<file path="src/adcsf_defines.svh">
/*
  timing-free constants of the converter status flag logic: field positions,
  reset values and shift lengths.
  assumes inclusion by bare name from the package file; the design module uses the macros without including it.
*/
`ifndef ADCSF_DEFINES_SVH
`define ADCSF_DEFINES_SVH

`define ADCSF_STATUS_ADDR     3'h0
`define ADCSF_DATA_ADDR       3'h3
`define ADCSF_STATUS_RESET    8'h80
`define ADCSF_BIT_READY       7
`define ADCSF_BIT_CLAMP       6
`define ADCSF_BIT_REF_MISSING 5
`define ADCSF_BIT_PARITY      4
`define ADCSF_BIT_ZERO        3
`define ADCSF_RESULT_W        24
`define ADCSF_STATUS_W        8
`define ADCSF_SHIFT_W         32
`define ADCSF_LEN_STATUS      6'h08
`define ADCSF_LEN_DATA        6'h18
`define ADCSF_LEN_DATA_STATUS 6'h20
`define ADCSF_RESULT_ONES     24'hFFFFFF

`endif

</file>
<file path="src/adcsf_pkg.sv">
/*
  types of the converter status flag logic.
  assumes the defines header is on the include path.
*/
`include "adcsf_defines.svh"

package adcsf_pkg;

  typedef enum logic {
    ADCSF_IDLE,
    ADCSF_SHIFT
  } adcsf_phase_t;

  typedef struct packed {
    logic                        ready;
    logic                        clamp;
    logic                        reference_missing_flag;
    logic                        parity;
    logic [2:0]                  result_channel_field;
    logic [`ADCSF_RESULT_W-1:0]  result;
    logic [`ADCSF_SHIFT_W-1:0]   shreg;
    logic [5:0]                  count;
    logic                        data_read;
    adcsf_phase_t                phase;
    logic                        restart_n_s1;
    logic                        restart_n_s2;
    logic                        ref_low_s1;
    logic                        ref_low_s2;
  } adcsf_state_t;

endpackage : adcsf_pkg

</file>
<file path="src/adcsf_status_flags.sv">
/*
  status word of the sigma-delta converter and its serial read-out shifter.
  assumes datapath strobes on the same clock and a serial front end that
  decodes commands and gives one shift enable per serial bit.
*/
// Summary of operation
// - loading a new result clears the ready flag.
// - finishing a data register read sets the ready flag.
// - an approaching data update sets the ready flag beforehand.
// - power-down, idle or low filter restart pin sets the ready flag.
// - the serial-out pin shows the ready flag between transfers.
// - the clamp flag changes only together with a ready flag update on load.
// - a clamped result sets the clamp flag.
// - an in-range stored result clears the clamp flag.
// - missing reference sets its flag and forces results to all ones.
// - a valid reference clears the missing-reference flag.
// - the missing-reference flag works only when detection is enabled.
// - with parity enabled, parity flag is one for odd ones count.
// - with appending on, each data read shifts out the status too.
// - status bit three always reads zero.
// - low three bits name the channel of the held result.
// - status word leaves most significant bit first, ready flag first.
// - reset loads the status word with hex 80.
module adcsf_status_flags
  import adcsf_pkg::*;
(
  // clock and reset
  input  wire logic        clock,
  input  wire logic        rst,
  // datapath events
  input  wire logic        result_load,
  input  wire logic [23:0] result_data,
  input  wire logic        result_out_of_range,
  input  wire logic [2:0]  result_channel,
  input  wire logic        update_approach,
  input  wire logic        power_down_or_idle,
  // pins, asynchronous
  input  wire logic        filter_restart_n,
  input  wire logic        reference_low,
  // configuration bits
  input  wire logic        reference_detect_enable,
  input  wire logic        parity_check_enable,
  input  wire logic        append_status_to_result,
  // serial front end
  input  wire logic        read_start,
  input  wire logic [2:0]  read_address,
  input  wire logic        shift_enable,
  output logic             serial_out_ready,
  output logic             read_busy,
  output logic [7:0]       converter_status_word
);

  adcsf_state_t state;
  adcsf_state_t next_state;

  // bit three is tied low rather than stored
  function automatic logic [7:0] status_of(input adcsf_state_t s);
    status_of = {s.ready, s.clamp, s.reference_missing_flag, s.parity,
                 1'b0, s.result_channel_field};
  endfunction : status_of

  logic [`ADCSF_RESULT_W-1:0] stored;
  logic                       ref_missing;
  // one reset word keeps the reset branch and the documented value in step
  localparam logic [7:0]      reset_word = `ADCSF_STATUS_RESET;

  always_comb begin
    next_state = state;
    next_state.restart_n_s1 = filter_restart_n;
    next_state.restart_n_s2 = state.restart_n_s1;
    next_state.ref_low_s1   = reference_low;
    next_state.ref_low_s2   = state.ref_low_s1;
    // only the second stage of the pin synchronisers is looked at
    ref_missing = reference_detect_enable & state.ref_low_s2;
    next_state.reference_missing_flag = ref_missing;
    stored = ref_missing ? `ADCSF_RESULT_ONES : result_data;
    if (result_load) begin
      next_state.ready  = 1'b0;
      next_state.result = stored;
      next_state.clamp  = result_out_of_range | ref_missing;
      next_state.parity = parity_check_enable & (^stored);
      next_state.result_channel_field = result_channel;
    end
    unique case (state.phase)
      ADCSF_IDLE: begin
        if (read_start && read_address == `ADCSF_STATUS_ADDR) begin
          next_state.shreg     = {status_of(state), 24'h000000};
          next_state.count     = `ADCSF_LEN_STATUS;
          next_state.data_read = 1'b0;
          next_state.phase     = ADCSF_SHIFT;
        end else if (read_start && read_address == `ADCSF_DATA_ADDR) begin
          next_state.shreg     = {state.result, status_of(state)};
          next_state.count     = append_status_to_result ? `ADCSF_LEN_DATA_STATUS
                                                         : `ADCSF_LEN_DATA;
          next_state.data_read = 1'b1;
          next_state.phase     = ADCSF_SHIFT;
        end
      end
      ADCSF_SHIFT: begin
        // count runs down to one; that last shift ends the word
        if (shift_enable) begin
          next_state.shreg = {state.shreg[`ADCSF_SHIFT_W-2:0], 1'b0};
          next_state.count = state.count - 6'h01;
          if (state.count == 6'h01) begin
            next_state.phase = ADCSF_IDLE;
            if (state.data_read) begin
              next_state.ready = 1'b1;
            end
          end
        end
      end
    endcase
    // set sources win over the load clear
    if (update_approach || power_down_or_idle || !state.restart_n_s2) begin
      next_state.ready = 1'b1;
    end
  end

  always_ff @(posedge clock or posedge rst) begin
    if (rst) begin
      state.ready                  <= reset_word[`ADCSF_BIT_READY];
      state.clamp                  <= reset_word[`ADCSF_BIT_CLAMP];
      state.reference_missing_flag <= reset_word[`ADCSF_BIT_REF_MISSING];
      state.parity                 <= reset_word[`ADCSF_BIT_PARITY];
      state.result_channel_field   <= reset_word[2:0];
      state.result                 <= 24'h000000;
      state.shreg                  <= 32'h00000000;
      state.count                  <= 6'h00;
      state.data_read              <= 1'b0;
      state.phase                  <= ADCSF_IDLE;
      // synchronisers park at the idle pin levels, so no false restart follows
      state.restart_n_s1           <= 1'b1;
      state.restart_n_s2           <= 1'b1;
      state.ref_low_s1             <= 1'b0;
      state.ref_low_s2             <= 1'b0;
    end else begin
      state <= next_state;
    end
  end

  // pin doubles as end-of-conversion marker when no transfer runs
  assign serial_out_ready = (state.phase == ADCSF_SHIFT) ? state.shreg[`ADCSF_SHIFT_W-1]
                                                         : state.ready;
  assign read_busy = (state.phase == ADCSF_SHIFT);
  assign converter_status_word = status_of(state);
endmodule : adcsf_status_flags

</file>
<file path="config.mk">
export PLATFORM = sky130hd
export DESIGN_NAME = adcsf_status_flags
export DESIGN_NICKNAME = d
export VERILOG_FILES = /design/src/adcsf_pkg.sv /design/src/adcsf_status_flags.sv
export VERILOG_INCLUDE_DIRS = /design/src
export SDC_FILE = /design/constraint.sdc
export NUM_CORES = 1
export LEC_CHECK = 0
export ABC_CLOCK_PERIOD_IN_PS = 2300
export CAP_MARGIN = 20
export CORE_MARGIN = 1
export CORE_UTILIZATION = 57
export CTS_CLUSTER_DIAMETER = 200
export DETAILED_ROUTE_END_ITERATION = 8
export DONT_BUFFER_PORTS = 1
export GPL_TIMING_DRIVEN = 0
export PLACE_DENSITY = 0.75
export REMOVE_ABC_BUFFERS = 1
export SLEW_MARGIN = 30
export SYNTH_ARGS = -nofsm -noshare
export SYNTH_HDL_FRONTEND = slang
export SYNTH_SLANG_ARGS = --single-unit
</file>
<file path="constraint.sdc">
create_clock -name clock -period 2.3 [get_ports clock]
set_input_delay 0.575 -clock clock [delete_from_list [all_inputs] [get_ports clock]]
set_output_delay 0.575 -clock clock [all_outputs]
set_load 0.03 [all_outputs]
</file>
==> results.py <==
metrics = {
    "routing": {
        "drc": 0,
        "wl_um": 7670,
        "first_pass_iters": 5,
        "wire_per_inst_um": 17.2,
        "vias": 2707,
        "antenna_left": 0,
        "vias_per_cell": 6.07,
        "drt_iter0_drc": 263,
    },
    "synth": {
        "synth.distinct_cells": 41,
        "ys.flop_type": "dfrtp_1",
        "synthAdderAreaFrac_pct": 0.699,
        "synth_compound_area_share_pct": 16.9,
        "yosysSeqAreaShare_pct": 52.5,
        "synth_edf_count": 0,
        "avgSynthCellArea_sq_um": 9.35,
        "async_flop_share_pct": 100,
        "syn-cell-area_sq_mm": 0.00358,
        "synthMuxAreaShare_pct": 1.26,
        "synthSimpleGateAreaFrac_pct": 17.0,
        "ys_ff_latch": 75,
        "ys_warn_count": 0,
        "synth_top_family_by_area": "simple AND/OR/NAND/NOR gates",
        "synthXorXnorAreaFrac_pct": 6.46,
        "postSynthCellCount": 383,
    },
    "layout": {
        "fin_cells": 446,
        "drive_gt1_share_pct": 8.63,
        "antennaDiodeCount": 0,
        "area_delta_synth_final_pct": 8.45,
        "layout_common_cells": "dfrtp_1, nor2_1, a21oi_1, nand2_1, o21ai_0",
        "mostFrequentLayoutCell": "dfrtp_1",
        "nets": 411,
        "final_cell_area_sq_mm": 0.00388,
    },
    "clocking": {
        "clk_pin_slew_ps": 80,
        "root_buffer": "clkbuf_8",
        "ctsHtreeMaxLevel": 3,
        "cts_buffer_depth": 2,
        "cts_tree": "done",
        "numCtsBuffers": 9,
        "cts_sinks": 75,
        "clk_latency_ps": 360,
    },
    "power": {
        "irDropWorstVdd_mv": 0.567,
        "cellLeakagePower_nw": 1.68,
        "p_per_area_mw_per_mm2": 1090,
        "power_w": 0.00422,
    },
    "floorplanning": {
        "die_w_um": 81.3,
        "ios": 53,
        "fp-row-count": 28,
        "core_area_sq_mm": 0.00599,
        "die_h_um": 81.3,
        "die-area_sq_mm": 0.00661,
        "initial_utilization_pct": 59.8,
    },
    "hold_path": {
        "hold_path_class": "primary input to asynchronous set/reset pin",
    },
    "place": {
        "place_hpwl_um": 4800,
        "port_buffers": 0,
        "placed_cell_area_sq_mm": 0.00365,
        "place_inst": 429,
        "gp_routability_congestion": 0.760,
    },
    "timing": {
        "rsz0062_at_grt": "no",
        "finalClockSkew_ps": 11.4,
        "maxSlewViolCount": 0,
        "fin_crit_ps": 2180,
        "slew_headroom_pct": 38.8,
        "clock.fmax_mhz": 460,
        "whs_ps": 47.8,
        "worst_pin_slew_ps": 918,
        "setup_viol": 0,
        "finalHoldViolCount": 0,
        "fin_crit_sh_pct": 94.6,
    },
    "grt": {
        "grt_usage_pct": 26.1,
        "grt_pass1_vias": 2684,
        "grt_max_degree": 57,
        "grt_first_pass_wirelength_um": 12600,
        "antenna_found_initial": 0,
        "gr-total-overflow": 0,
    },
    "setup_path": {
        "path_class": "flop to primary output",
        "worstPathMaxFanout": 29,
        "cp-end-kind": "primary output",
        "cp-start-kind": "flop",
        "worstPathRequired_ps": 1730,
        "crit_arrival_ps": 1600,
    },
    "outcome": {
        "status": "finished, final reports clean",
    },
    "run": {
        "drv_cap": 0,
    },
}
[stage by stage]
step / utilization [%] / setup WS [ps] / setup TNS [ps]
CTS: 64.7 / 56.0 / 0
global route: 64.8 / 86.7 / 0
finish: 64.8 / 124 / 0
floorplan: - / -1320 / -52330
global placement: 58.6 / -2690 / -153280
detailed placement: 60.9 / 191 / 0
[registers in the layout, summed over array words and instances, names as in the netlist]
| register | flops |
|---|---|
| converter_status_word | 7 |
| read_busy | 1 |
| state | 65 |
| next_state | 2 |
[path summary, 6_finish.rpt]
path | end | cells past startpoint | slack [ps] | startpoint
worst max register to register | state[28] | 5 | 270 | read_busy
max in group asynchronous | next_state[2] | 2 | 1640 | rst
worst min register to register | state[2] | 0 | 370 | next_state[2]
worst min-delay path | state[20] | 1 | 50 | rst
min in group clock | next_state[2] | 0 | 210 | filter_restart_n
worst max-delay path | serial_out_ready | 2 | 120 | read_busy
[final cells by class]
type,count,area (sq um)
clock buffers,12,155
clock inverters,4,72.6
fillers,512,2110
inverters,5,21.3
well taps,75,93.8
repair buffers,5,118
flip-flops and latches,75,1880
multi-input cells,270,1540
[layer usage]
| layer | up-vias | global-route usage (%) | share of wire (%) |
|---|---|---|---|
| met5 | - | 0 | 0 |
| met4 | 0 | 13.6 | 3.2 |
| met3 | 24 | 7.19 | 6.2 |
| met2 | 101 | 38.8 | 47 |
| met1 | 1308 | 34.7 | 44 |
| li1 | 1274 | - | - |
[timing repair]
item,CTS,global route
hold buffers,0,0
setup buffers,0,1
gates resized for setup,1,0
setup endpoints to repair,1,1
[logic make-up (layout without fill, tap and decap cells)]
kind of cell | after synthesis | in the layout
AOI/OAI and AO/OA | 105 | 105
xor gates and xnor gates | 24 | 24
adders and majority gates | 2 | 2
buffers and inverters | 38 | 26
DFF | 75 | 75
muxes | 4 | 4
other | 1 | 1
and+or+nand+nor | 134 | 134
[critical path: stages (launching register included)]
cell and delay, ps:
dfrtp_4 580, buf_16 210, mux2_2 440
[cell usage after synthesis (2+ instances only)]
cell type | number | share of area, %
a21oi_1 | 52 | 7.3
a221o_1 | 2 | 0.56
a222oi_1 | 5 | 1.4
a22oi_1 | 6 | 1.3
and2_1 | 2 | 0.35
and3_1 | 18 | 3.1
buf_1 | 6 | 0.63
buf_2 | 7 | 0.98
buf_4 | 8 | 1.7
clkbuf_1 | 12 | 1.3
dfrtp_1 | 72 | 50
dfstp_2 | 3 | 2.2
ha_1 | 2 | 0.70
inv_1 | 4 | 0.42
mux2_2 | 4 | 1.3
nand2_1 | 36 | 3.8
nand3_1 | 5 | 0.70
nor2_1 | 58 | 6.1
nor2b_1 | 7 | 1.2
nor3_1 | 2 | 0.28
o21ai_0 | 32 | 4.5
xnor2_1 | 19 | 4.6
xor2_1 | 3 | 0.73
[report_power, final]
group / internal (W) / switching [W] / leakage (nW) / total, W
registers: 0.00162 / 0.000273 / 0.906 / 0.00189
logic: 0.000522 / 0.000633 / 0.665 / 0.00115
clock network: 0.000669 / 0.000499 / 0.113 / 0.00117
total: 0.00281 / 0.00141 / 1.68 / 0.00422
Power figures use the tool's default switching activity.
